**config.mk**
```make
export PLATFORM = sky130hd
export DESIGN_NAME = bcp_core
export DESIGN_NICKNAME = d
export VERILOG_FILES = /design/src/logic/bcp_pkg.sv /design/src/logic/bcp_interlock.sv /design/src/logic/bcp_core.sv
export SDC_FILE = /design/constraint.sdc
export NUM_CORES = 1
export LEC_CHECK = 0
export BUFFER_PORTS_ARGS = -buffer_cell sky130_fd_sc_hd__buf_2
export CAP_MARGIN = 20
export CORE_ASPECT_RATIO = 1.1
export CORE_UTILIZATION = 55
export CTS_CLUSTER_DIAMETER = 30
export DETAILED_ROUTE_END_ITERATION = 10
export PLACE_DENSITY = 0.91
export SETUP_SLACK_MARGIN = 0.4
export SLEW_MARGIN = 20
export SYNTH_ARGS = -nofsm -noshare
export SYNTH_HDL_FRONTEND = slang
export SYNTH_SLANG_ARGS = --single-unit
```
**constraint.sdc**
```tcl
create_clock -name sys_clk -period 2.5 [get_ports sys_clk]
set_input_delay 0 -clock sys_clk [delete_from_list [all_inputs] [get_ports sys_clk]]
set_output_delay 0 -clock sys_clk [all_outputs]
set_load 0.05 [all_outputs]
```
**src/logic/bcp_pkg.sv**
```systemverilog
// shared constants of the brushless commutation and protection core
package bcp_pkg;

  // ------------------------------------------------------------
  // clock and timing
  // ------------------------------------------------------------
  localparam int unsigned CLK_PERIOD_PS = 8000;
  localparam int unsigned TACH_TIME_NS = 5000;
  localparam int unsigned TACH_CYCLES = (TACH_TIME_NS * 1000 + CLK_PERIOD_PS - 1) / CLK_PERIOD_PS;
  localparam int unsigned TACH_CNT_W = 20;
  localparam int unsigned BLANK_TICKS = 2;
  localparam int unsigned LOCK_TICKS = 2;

  // ------------------------------------------------------------
  // register map, word aligned byte addresses
  // ------------------------------------------------------------
  localparam logic [7:0] CTRL_OFFSET = 8'h00;
  localparam logic [7:0] TACH_WIDTH_OFFSET = 8'h04;
  localparam logic [7:0] STATUS_OFFSET = 8'h08;
  localparam logic [7:0] ID_OFFSET = 8'h0c;

  // control fields
  localparam int unsigned CTRL_SW_COAST_BIT = 0;
  localparam int unsigned CTRL_SW_BRAKE_BIT = 1;
  localparam logic [1:0] CTRL_RESET = 2'h0;

  // status fields
  localparam int unsigned ST_POS_LSB = 0;
  localparam int unsigned ST_BLANK_HALL_LSB = 3;
  localparam int unsigned ST_TACH_BIT = 6;
  localparam int unsigned ST_SOFT_START_BIT = 7;
  localparam int unsigned ST_PWM_LATCH_BIT = 8;
  localparam int unsigned ST_LOW_DRIVE_LSB = 9;
  localparam int unsigned ST_HIGH_DRIVE_LSB = 12;
  localparam int unsigned ST_HIGH_PIN_LSB = 15;
  localparam int unsigned ST_BLANKING_BIT = 18;
  localparam int unsigned ST_BRAKE_BIT = 19;

  // arbitrary identification value
  localparam logic [31:0] ID_VALUE = 32'h0000_b1dc;

  // ------------------------------------------------------------
  // bus handshake states
  // ------------------------------------------------------------
  typedef enum logic [1:0] {
    BUS_IDLE = 2'b01,
    BUS_ACK = 2'b10
  } bcp_bus_state_type;

endpackage : bcp_pkg

```
**src/logic/bcp_interlock.sv**
```systemverilog
// one cross-conduction interlock stage for a single drive signal
`timescale 1ns/1ps
module bcp_interlock #(
  parameter int unsigned HOLD_TICKS = 2
) (
  input wire logic sys_clk,
  input wire logic nrst,
  input wire logic osc_tick,
  input wire logic drive_req,
  input wire logic opposing_flag,
  output logic drive_on,
  output logic lock_flag
);
  import bcp_pkg::*;

  initial begin
    if (HOLD_TICKS < 1 || HOLD_TICKS > 3) begin
      $error("hold ticks out of range");
    end
  end

  logic [1:0] hold_cnt_reg;
  logic drive_next;

  assign drive_next = drive_req & ~opposing_flag;

  // ------------------------------------------------------------
  // drive flip-flop
  // ------------------------------------------------------------
  always_ff @(posedge sys_clk or negedge nrst) begin
    if (!nrst) begin
      drive_on <= 1'b0;
    end else begin
      drive_on <= drive_next;
    end
  end

  // ------------------------------------------------------------
  // lock flag: set on turn-on, cleared after hold ticks off
  // ------------------------------------------------------------
  always_ff @(posedge sys_clk or negedge nrst) begin
    if (!nrst) begin
      lock_flag <= 1'b0;
      hold_cnt_reg <= 2'h0;
    end else if (drive_next) begin
      lock_flag <= 1'b1;
      hold_cnt_reg <= 2'(HOLD_TICKS);
    end else if (lock_flag && !drive_on && osc_tick) begin
      if (hold_cnt_reg == 2'h1) begin
        lock_flag <= 1'b0;
      end
      hold_cnt_reg <= hold_cnt_reg - 2'h1;
    end
  end

endmodule : bcp_interlock

```
**src/logic/bcp_core.sv**
```systemverilog
// brushless motor commutation, chopping and protection core with wishbone registers
`timescale 1ns/1ps
module bcp_core #(
  parameter int unsigned TACH_DEFAULT = bcp_pkg::TACH_CYCLES
) (
  input wire logic sys_clk,
  input wire logic nrst,
  // wishbone slave
  input wire logic wb_cyc_i,
  input wire logic wb_stb_i,
  input wire logic wb_we_i,
  input wire logic [7:0] wb_adr_i,
  input wire logic [3:0] wb_sel_i,
  input wire logic [31:0] wb_dat_i,
  output logic [31:0] wb_dat_o,
  output logic wb_ack_o,
  // sensors and analogue status
  input wire logic hall_sensor_a,
  input wire logic hall_sensor_b,
  input wire logic hall_sensor_c,
  input wire logic dir_in,
  input wire logic quad_sel_in,
  input wire logic brake_below_threshold,
  input wire logic overvoltage_freewheel_in,
  input wire logic uvlo_flag,
  input wire logic over_current_trip,
  input wire logic peak_current_trip,
  input wire logic pwm_comp_trip,
  input wire logic pwm_osc_tick,
  input wire logic soft_start_discharged,
  // gate drives
  output logic low_drive_phase_a,
  output logic low_drive_phase_b,
  output logic low_drive_phase_c,
  input wire logic high_drive_phase_a_n_in,
  output logic high_drive_phase_a_n_out,
  output logic high_drive_phase_a_n_oe,
  input wire logic high_drive_phase_b_n_in,
  output logic high_drive_phase_b_n_out,
  output logic high_drive_phase_b_n_oe,
  input wire logic high_drive_phase_c_n_in,
  output logic high_drive_phase_c_n_out,
  output logic high_drive_phase_c_n_oe,
  output logic tach_out,
  output logic soft_start_pin_out,
  output logic soft_start_pin_oe
);
  import bcp_pkg::*;

  initial begin
    if (TACH_DEFAULT < 1 || TACH_DEFAULT >= (1 << TACH_CNT_W)) begin
      $error("tach default out of range");
    end
  end

  // ------------------------------------------------------------
  // declarations
  // ------------------------------------------------------------
  bcp_bus_state_type bus_state_reg;
  logic [1:0] ctrl_reg;
  logic [TACH_CNT_W-1:0] tach_width_reg;
  logic [2:0] hall_in;
  logic [2:0] blank_hall_reg;
  logic [1:0] blank_cnt_reg;
  logic blanking;
  logic [2:0] pos_reg;
  logic [TACH_CNT_W-1:0] tach_cnt_reg;
  logic tach_active_reg;
  logic soft_start_reg;
  logic pwm_latch_reg;
  logic brake_on;
  logic coast_on;
  logic kill;
  logic [2:0] low_sel;
  logic [2:0] high_sel;
  logic [2:0] low_req;
  logic [2:0] high_req;
  logic [2:0] low_on;
  logic [2:0] high_on;
  logic [2:0] low_flag;
  logic [2:0] high_flag;
  logic [2:0] high_pin;
  logic [31:0] status_word;
  logic [31:0] read_word;
  logic bus_req;
  logic bus_write;

  assign hall_in = {hall_sensor_c, hall_sensor_b, hall_sensor_a};
  assign high_pin = {high_drive_phase_c_n_in, high_drive_phase_b_n_in, high_drive_phase_a_n_in};
  assign brake_on = brake_below_threshold | ctrl_reg[CTRL_SW_BRAKE_BIT];
  assign coast_on = overvoltage_freewheel_in | ctrl_reg[CTRL_SW_COAST_BIT];
  assign kill = uvlo_flag | coast_on | over_current_trip;
  assign blanking = blank_cnt_reg != 2'h0;

  // ------------------------------------------------------------
  // wishbone slave
  // ------------------------------------------------------------
  assign bus_req = wb_cyc_i & wb_stb_i & (bus_state_reg == BUS_IDLE);
  assign bus_write = bus_req & wb_we_i;

  always_ff @(posedge sys_clk or negedge nrst) begin
    if (!nrst) begin
      bus_state_reg <= BUS_IDLE;
      wb_ack_o <= 1'b0;
      wb_dat_o <= 32'h0;
    end else begin
      unique case (bus_state_reg)
        BUS_IDLE: begin
          wb_ack_o <= bus_req;
          wb_dat_o <= bus_req ? read_word : 32'h0;
          if (bus_req) begin
            bus_state_reg <= BUS_ACK;
          end
        end
        BUS_ACK: begin
          wb_ack_o <= 1'b0;
          wb_dat_o <= 32'h0;
          bus_state_reg <= BUS_IDLE;
        end
        default: begin
          wb_ack_o <= 1'b0;
          bus_state_reg <= BUS_IDLE;
        end
      endcase
    end
  end

  always_ff @(posedge sys_clk or negedge nrst) begin
    if (!nrst) begin
      ctrl_reg <= CTRL_RESET;
    end else if (bus_write && wb_adr_i == CTRL_OFFSET && wb_sel_i[0]) begin
      ctrl_reg <= wb_dat_i[1:0];
    end
  end

  always_ff @(posedge sys_clk or negedge nrst) begin
    if (!nrst) begin
      tach_width_reg <= TACH_CNT_W'(TACH_DEFAULT);
    end else if (bus_write && wb_adr_i == TACH_WIDTH_OFFSET) begin
      if (wb_sel_i[0]) begin
        tach_width_reg[7:0] <= wb_dat_i[7:0];
      end
      if (wb_sel_i[1]) begin
        tach_width_reg[15:8] <= wb_dat_i[15:8];
      end
      if (wb_sel_i[2]) begin
        tach_width_reg[19:16] <= wb_dat_i[19:16];
      end
    end
  end

  always_comb begin
    status_word = 32'h0;
    status_word[ST_POS_LSB +: 3] = pos_reg;
    status_word[ST_BLANK_HALL_LSB +: 3] = blank_hall_reg;
    status_word[ST_TACH_BIT] = tach_out;
    status_word[ST_SOFT_START_BIT] = soft_start_reg;
    status_word[ST_PWM_LATCH_BIT] = pwm_latch_reg;
    status_word[ST_LOW_DRIVE_LSB +: 3] = low_on;
    status_word[ST_HIGH_DRIVE_LSB +: 3] = high_on;
    status_word[ST_HIGH_PIN_LSB +: 3] = high_pin;
    status_word[ST_BLANKING_BIT] = blanking;
    status_word[ST_BRAKE_BIT] = brake_on;
  end

  always_comb begin
    unique case (wb_adr_i)
      CTRL_OFFSET: read_word = {30'h0, ctrl_reg};
      TACH_WIDTH_OFFSET: read_word = {12'h0, tach_width_reg};
      STATUS_OFFSET: read_word = status_word;
      ID_OFFSET: read_word = ID_VALUE;
      default: read_word = 32'h0;
    endcase
  end

  // ------------------------------------------------------------
  // hall blanking latches
  // ------------------------------------------------------------
  always_ff @(posedge sys_clk or negedge nrst) begin
    if (!nrst) begin
      blank_hall_reg <= 3'h0;
      blank_cnt_reg <= 2'h0;
    end else if (!blanking) begin
      if (hall_in != blank_hall_reg) begin
        blank_hall_reg <= hall_in;
        blank_cnt_reg <= 2'(BLANK_TICKS);
      end
    end else if (pwm_osc_tick) begin
      blank_cnt_reg <= blank_cnt_reg - 2'h1;
    end
  end

  // ------------------------------------------------------------
  // position latches and tachometer pulse
  // ------------------------------------------------------------
  always_ff @(posedge sys_clk or negedge nrst) begin
    if (!nrst) begin
      pos_reg <= 3'h0;
      tach_cnt_reg <= '0;
      tach_active_reg <= 1'b0;
    end else if (!tach_active_reg && blank_hall_reg != pos_reg) begin
      pos_reg <= blank_hall_reg;
      tach_cnt_reg <= tach_width_reg;
      tach_active_reg <= tach_width_reg != '0;
    end else if (tach_active_reg) begin
      tach_cnt_reg <= tach_cnt_reg - TACH_CNT_W'(1);
      if (tach_cnt_reg == TACH_CNT_W'(1)) begin
        tach_active_reg <= 1'b0;
      end
    end
  end

  always_ff @(posedge sys_clk or negedge nrst) begin
    if (!nrst) begin
      tach_out <= 1'b0;
    end else begin
      tach_out <= (tach_active_reg | (!tach_active_reg && blank_hall_reg != pos_reg
                   && tach_width_reg != '0)) & ~brake_on;
    end
  end

  // ------------------------------------------------------------
  // soft-start latch
  // ------------------------------------------------------------
  always_ff @(posedge sys_clk or negedge nrst) begin
    if (!nrst) begin
      soft_start_reg <= 1'b1;
    end else if (uvlo_flag || over_current_trip) begin
      soft_start_reg <= 1'b1;
    end else if (soft_start_discharged) begin
      soft_start_reg <= 1'b0;
    end
  end

  always_ff @(posedge sys_clk or negedge nrst) begin
    if (!nrst) begin
      soft_start_pin_out <= 1'b0;
      soft_start_pin_oe <= 1'b1;
    end else begin
      soft_start_pin_out <= 1'b0;
      soft_start_pin_oe <= (soft_start_reg & ~soft_start_discharged) | uvlo_flag | over_current_trip
                           | (soft_start_reg & soft_start_discharged);
    end
  end

  // ------------------------------------------------------------
  // pwm latch
  // ------------------------------------------------------------
  always_ff @(posedge sys_clk or negedge nrst) begin
    if (!nrst) begin
      pwm_latch_reg <= 1'b0;
    end else if (pwm_comp_trip || peak_current_trip) begin
      pwm_latch_reg <= 1'b0;
    end else if (pwm_osc_tick) begin
      pwm_latch_reg <= 1'b1;
    end
  end

  // ------------------------------------------------------------
  // commutation decode, bit 0 phase a
  // ------------------------------------------------------------
  always_comb begin
    low_sel = 3'h0;
    high_sel = 3'h0;
    unique case (pos_reg)
      3'h1: begin
        low_sel = 3'h2;
        high_sel = 3'h1;
      end
      3'h3: begin
        low_sel = 3'h4;
        high_sel = 3'h1;
      end
      3'h2: begin
        low_sel = 3'h4;
        high_sel = 3'h2;
      end
      3'h6: begin
        low_sel = 3'h1;
        high_sel = 3'h2;
      end
      3'h4: begin
        low_sel = 3'h1;
        high_sel = 3'h4;
      end
      3'h5: begin
        low_sel = 3'h2;
        high_sel = 3'h4;
      end
      default: begin
        low_sel = 3'h0;
        high_sel = 3'h0;
      end
    endcase
    if (!dir_in) begin
      {low_sel, high_sel} = {high_sel, low_sel};
    end
  end

  // ------------------------------------------------------------
  // chopping, brake and kill
  // ------------------------------------------------------------
  always_comb begin
    if (kill) begin
      low_req = 3'h0;
      high_req = 3'h0;
    end else if (brake_on) begin
      low_req = {3{pwm_latch_reg}};
      high_req = 3'h0;
    end else if (quad_sel_in) begin
      low_req = low_sel & {3{pwm_latch_reg}};
      high_req = high_sel & {3{pwm_latch_reg}};
    end else begin
      low_req = low_sel & {3{pwm_latch_reg}};
      high_req = high_sel;
    end
  end

  // ------------------------------------------------------------
  // interlock stages
  // ------------------------------------------------------------
  genvar ph;
  generate
    for (ph = 0; ph < 3; ph++) begin : g_phase
      bcp_interlock #(
        .HOLD_TICKS(LOCK_TICKS)
      ) u_low (
        .sys_clk(sys_clk),
        .nrst(nrst),
        .osc_tick(pwm_osc_tick),
        .drive_req(low_req[ph] & ~high_req[ph]),
        .opposing_flag(high_flag[ph]),
        .drive_on(low_on[ph]),
        .lock_flag(low_flag[ph])
      );
      bcp_interlock #(
        .HOLD_TICKS(LOCK_TICKS)
      ) u_high (
        .sys_clk(sys_clk),
        .nrst(nrst),
        .osc_tick(pwm_osc_tick),
        .drive_req(high_req[ph]),
        .opposing_flag(low_flag[ph]),
        .drive_on(high_on[ph]),
        .lock_flag(high_flag[ph])
      );
    end
  endgenerate

  // ------------------------------------------------------------
  // pin drivers
  // ------------------------------------------------------------
  always_comb begin
    low_drive_phase_a = low_on[0];
    low_drive_phase_b = low_on[1];
    low_drive_phase_c = low_on[2];
    high_drive_phase_a_n_out = 1'b0;
    high_drive_phase_b_n_out = 1'b0;
    high_drive_phase_c_n_out = 1'b0;
    high_drive_phase_a_n_oe = high_on[0];
    high_drive_phase_b_n_oe = high_on[1];
    high_drive_phase_c_n_oe = high_on[2];
  end

endmodule : bcp_core

```
== Word-level counts from Yosys, hierarchy flattened ==
Cells that the tools add are included.
W data, S select, Z words.

* Logic and storage cells: 221
* Register bits: 114
* Output and inout port bits: 45
* Input port bits: 65

* Add/subtract/negate cells: 8
* Reductions and logical operators: 63
* Muxes and demuxes: 57
* Equal/unequal tests: 22
* Bitwise operators: 37

{| class="wikitable"
|+ Operators by type and width
! operator !! count
|-
| $pmux W20 S4 || 1
|-
| $pmux W32 S2 || 1
|-
| $mux W20 || 2
|-
| $reduce_bool A2 Y1 || 18
|-
| $mux W2 || 17
|-
| $mux W32 || 1
|-
| $mux W1 || 26
|-
| $reduce_and A2 Y1 || 11
|-
| $mux W3 || 7
|-
| $eq A20 B1 Y1 const B || 1
|-
| $reduce_bool A20 Y1 || 1
|-
| $sub A20 B1 Y20 const B || 1
|-
| $pmux W3 S3 || 2
|-
| $logic_and A1 B1 Y1 || 17
|-
| $eq A8 B4 Y1 const B || 2
|-
| $and A1 B1 Y1 || 15
|-
| $eq A2 B1 Y1 const B || 7
|-
| $sub A2 B1 Y2 const B || 7
|-
| $not A1 Y1 || 12
|-
| $reduce_or A2 Y1 || 6
|-
| $eq A3 B3 Y1 const B || 3
|-
| $eq A8 B3 Y1 const B || 1
|-
| $logic_not A8 Y1 || 1
|-
| $or A1 B1 Y1 || 8
|-
| 8 further kinds || 19
|}

== Depth between registers and ports, before layout ==
* Depth after elaboration: 13
* Depth in mapped cells: 8
* Gate-level depth less buffers: 6

== Hierarchy ==
From an unflattened synthesis, not the netlist that was laid out.

* Cells, all modules: 512
* Area total of the unflattened synthesis: 5370.2 µm²

{| class="wikitable"
|+ By module, submodules not included
! module !! instances !! area each (µm²) !! cells an instance !! sequential area each (µm²)
|-
| bcp_core || 1 || 4206.5 || 422 || 1961.9
|-
| bcp_interlock || 6 || 193.9 || 15 || 100.1
|}

== Least setup slack after synthesis ==
Ideal clock, no wire load.

* Path kind: register to register
* Start point: register bus_state_reg[0]
* End point: register tach_width_reg[1]
* Path buffers: 2
* Arrival: 1.827 ns
* Slack: 0.548 ns
* Stages on the path, launching flop included: 8
* Required time: 2.375 ns
* Setup time: 0.125 ns
* Period minus slack after synthesis: 1.952 ns
* Path through: dfstp_2 > ha_1 > and3_1 > clkbuf_1 > and4_1 > and3_1 > buf_2 > mux2_2

* Longest elaborated chain between the ends: 5

{| class="wikitable"
|+ Ends and longest elaborated chain
! what !! line !! source
|-
| from (decl) || bcp_core.sv:59 || <nowiki>bcp_bus_state_type bus_state_reg;</nowiki>
|-
| from (signal assigned) || bcp_core.sv:103 || <nowiki>bus_state_reg <= BUS_IDLE;</nowiki>
|-
| from (signal assigned) || bcp_core.sv:112 || <nowiki>bus_state_reg <= BUS_ACK;</nowiki>
|-
| from (signal assigned) || bcp_core.sv:118 || <nowiki>bus_state_reg <= BUS_IDLE;</nowiki>
|-
| $eq A2 B1 Y1 || bcp_core.sv:98 || <nowiki>assign bus_req = wb_cyc_i & wb_stb_i & (bus_state_reg == BUS_IDLE);</nowiki>
|-
| $and A1 B1 Y1 || bcp_core.sv:98 ||
|-
| $and A1 B1 Y1 || bcp_core.sv:99 || <nowiki>assign bus_write = bus_req & wb_we_i;</nowiki>
|-
| $logic_and A1 B1 Y1 || bcp_core.sv:139 || <nowiki>end else if (bus_write && wb_adr_i == TACH_WIDTH_OFFSET) begin</nowiki>
|-
| $reduce_and A2 Y1 (no line) || n/a ||
|-
| to (signal assigned) || bcp_core.sv:138 || <nowiki>tach_width_reg <= TACH_CNT_W'(TACH_DEFAULT);</nowiki>
|-
| to (signal assigned) || bcp_core.sv:141 || <nowiki>tach_width_reg[7:0] <= wb_dat_i[7:0];</nowiki>
|-
| to (decl) || bcp_core.sv:61 || <nowiki>logic [TACH_CNT_W-1:0] tach_width_reg;</nowiki>
|}

Every way passes these cells.
A chain may end at the register's enable or synchronous reset.

== Worst setup path in the final report ==
* Start point: register bus_state_reg[0]
* End point: register tach_width_reg[2]

Same word-level chain as after synthesis.

==> impl_metrics.yaml <==
global_routing:
  grt.total_usage: 0.2766
  grt_overflow: 0
  grt_pass1_wl_um: 20870
  antenna_found_initial: 0
  grt_max_degree: 64
  grt_pass1_vias: 4368
floorplan:
  rows: 37
  die_w_um: 95.16
  core_area_mm2: 0.009305
  pin_count: 110
  die_y_um: 104.5
  start_util: 0.5642
  fp.dieArea_mm2: 0.009941
placed_design:
  globalplace.congestion: 0.9403
  dp_slack_ps: 327.0
  dpl_cell_area_mm2: 0.005684
  io_buffers: 80
  dp_hpwl_um: 9074
sta:
  rsz0062_at_grt: "false"
  finalSetupViolCount: 0
  maxSlewViolCount: 0
  timing.slew.headroom: 0.4486
  skew_ps: 8.545
  fin_tns_setup_ps: 0
  min_period_ps: 2056
  worst_slew_pin_slew_ps: 827.1
  fmax_ghz: 0.4865
  min_period_over_period: 0.8222
  fin_ws_ps: 444.4
  hold_violations: 0
logic_synthesis:
  synthArstFlopShare: 1.000
  yosysMostFrequentCell: "dfrtp_1"
  yosys_warnings: 0
  synthesis.area_mm2: 0.005250
  synth_top_area_cell: "dfrtp_1"
  netlist_instances: 494
  ys_seq_elements: 102
  synth_common_cells: "94 x dfrtp_1, 42 x nand2_1, 34 x mux2i_1"
  synth_cell_type_count: 52
  ys_seq_area_frac: 0.4881
  synth_edf_count: 0
  synth_flop_cell: "dfrtp_1"
  netlist_top_cells_area: "dfrtp_1 45%, mux2i_1 6.5%, mux2_2 6.0%"
  synth_top_cell_area_share: 0.4480
  syn_area_per_cell_um2: 10.63
critical_path:
  cp_cell_sequence: "ha_1 -> and3_1 -> and4_1 -> and3_2 -> mux2_2"
  critPathKind: "flip-flop to flip-flop"
  cp-start-kind: "flip-flop"
  critPathMaxStageDelay_ps: 550
  critPathSlowestCell: "dfstp_2"
  crit_required_ps: 2760
  cp_max_fo: 8
  cp.arrival_ps: 2320
  critPathCaptureType: "flip-flop"
  timing.critical_path.buf_inv: 0
  path_delay_family: "simple AND/OR/NAND/NOR gates"
clock_tree:
  htreeDepth: 3
  clock_path_buffers: 2
  cts_root_buffer: "clkbuf_8"
  clk_latency_ps: 370
  cts_setup_buffers: 0
  clkSinkCount: 102
  clk_pin_slew_ps: 90
  cts_buffers: 9
  cts_tree: "built"
drt:
  num_vias: 4316
  routedWlPerCell_um: 18.07
  postRouteAntennaNets: 0
  via_per_inst: 5.961
  drtPass1Iterations: 7
  drc: 0
  wirelength_um: 13090
  drtIter0Drc: 383
layout:
  fillCellCount: 677
  fin_nets: 679
  drive_gt1_frac: 0.2438
  postLayoutCoreUtil: 0.6684
  area_growth_pct: 18.47
  stdcell_area_mm2: 0.006220
  antenna_cells: 0
hold_path:
  worstHoldPathType: "input port to flip-flop"
pwr:
  power_mw: 5.751
  p_leak_nw: 3.150
  power_density_mw_per_mm2: 924.6
  ir_worst_vdd_v: 0.0005880
flow_run:
  cap_violations: 0
status:
  status: "complete, no violations"
-- path summary, 6_finish.rpt --
| path | to | slack [ps] | cells after the start | start |
|---|---|---|---|---|
| min in group asynchronous | g_phase[1].u_low.hold_cnt_reg[1]$_DFFE_PN0P_ | 250 | 2 | nrst |
| worst max register to register | tach_width_reg[2]$_DFFE_PN0P_ | 440 | 5 | bus_state_reg[0]$_DFFE_PN1P_ |
| max in group asynchronous | tach_width_reg[5]$_DFFE_PN1P_ | 1480 | 3 | nrst |
| worst min register to register | soft_start_pin_oe$_DFF_PN1_ | 480 | 2 | soft_start_reg$_DFFE_PN1P_ |
| worst max-delay path | tach_width_reg[2]$_DFFE_PN0P_ | 440 | 5 | bus_state_reg[0]$_DFFE_PN1P_ |
| worst min-delay path | g_phase[1].u_low.drive_on$_DFF_PN0_ | 30 | 4 | overvoltage_freewheel_in |
-- metal layers --
layer  wire, um  vias to the layer above  global-route usage
li1           -                     1936                   -
met1       5099                     2086              0.3380
met2       6568                      241              0.4587
met3        913                       53             0.06287
met4        504                        0              0.1245
met5          0                        -                   0
-- cell usage in the layout, fill, tap and decap left out, types with 3 or more instances in the layout --
cell,n
o21ai_0,18
nor3b_1,3
a211oi_1,8
nor2b_1,9
clkbuf_8,11
inv_1,19
nor3_1,11
a211o_1,6
nor4_1,13
dlygate4sd3_1,34
buf_2,79
o31ai_1,9
a21o_1,7
mux2_2,28
nor2_1,28
clkbuf_1,3
and3_1,10
xor2_1,14
nand3_1,8
a22oi_1,9
a21oi_1,20
or4_1,3
nand2_1,42
dfrtp_1,94
mux2i_1,34
conb_1,16
xnor2_1,10
dfstp_2,8
buf_4,8
ha_1,12
nand4_1,3
-- cell type report --
| type | instances | area (um^2) | area share |
|---|---|---|---|
| Tap cell | 117 | 146.4 | 0.02354 |
| Clock inverter | 2 | 16.27 | 0.002615 |
| Sequential cell | 102 | 2562 | 0.4120 |
| Clock buffer | 14 | 162.7 | 0.02615 |
| Multi-Input combinational cell | 348 | 2445 | 0.3931 |
| Timing Repair Buffer | 122 | 815.8 | 0.1312 |
| Inverter | 19 | 71.32 | 0.01147 |
-- worst min-delay path, stage by stage --
cell and delay (ps):
buf_2 80, nor4_1 60, nand2_1 110, a211oi_1 100
-- logic make-up (layout without fill, tap and decap cells) --
group                    after synthesis  in the layout  share of synthesized area
AO/OA/AOI/OAI                         88             88                     0.1113
XOR/XNOR                              24             24                    0.04004
adder cells (fa/ha/maj)               12             12                    0.02860
buffers and inverters                 59            157                    0.06006
flip-flops                           102            102                     0.4881
multiplexers                          62             62                     0.1249
other                                  1             16                  0.0007143
AND/OR/NAND/NOR                      146            146                     0.1463
-- report_power, final --
group          leakage (nW)  internal [mW]  switching (mW)  total [mW]
clock network        0.0869          0.421           0.552       0.973
registers              1.33           2.02           0.482        2.50
logic                  1.74           1.04            1.23        2.27
total                  3.15           3.49            2.26        5.75
-- metrics by stage --
stage | cells | hold slack [ps]
6_report | 724 | 34.91
5_1_grt | 724 | 51.18
4_1_cts | 724 | 9.794
3_5_place_dp | 674 | 146.4
3_3_place_gp | 674 | 132.9
2_1_floorplan | 509 | -295.6
-- timing repair --
| action | 4_1_cts | 5_1_grt |
|---|---|---|
| endpoints found under the hold margin | 91 | 0 |
| hold buffers | 34 | 0 |
| resized for setup | 2 | 2 |
| setup endpoints to repair | 14 | 9 |
| pin swaps | 0 | 0 |
No activity file was read; power rests on OpenSTA's default activity.
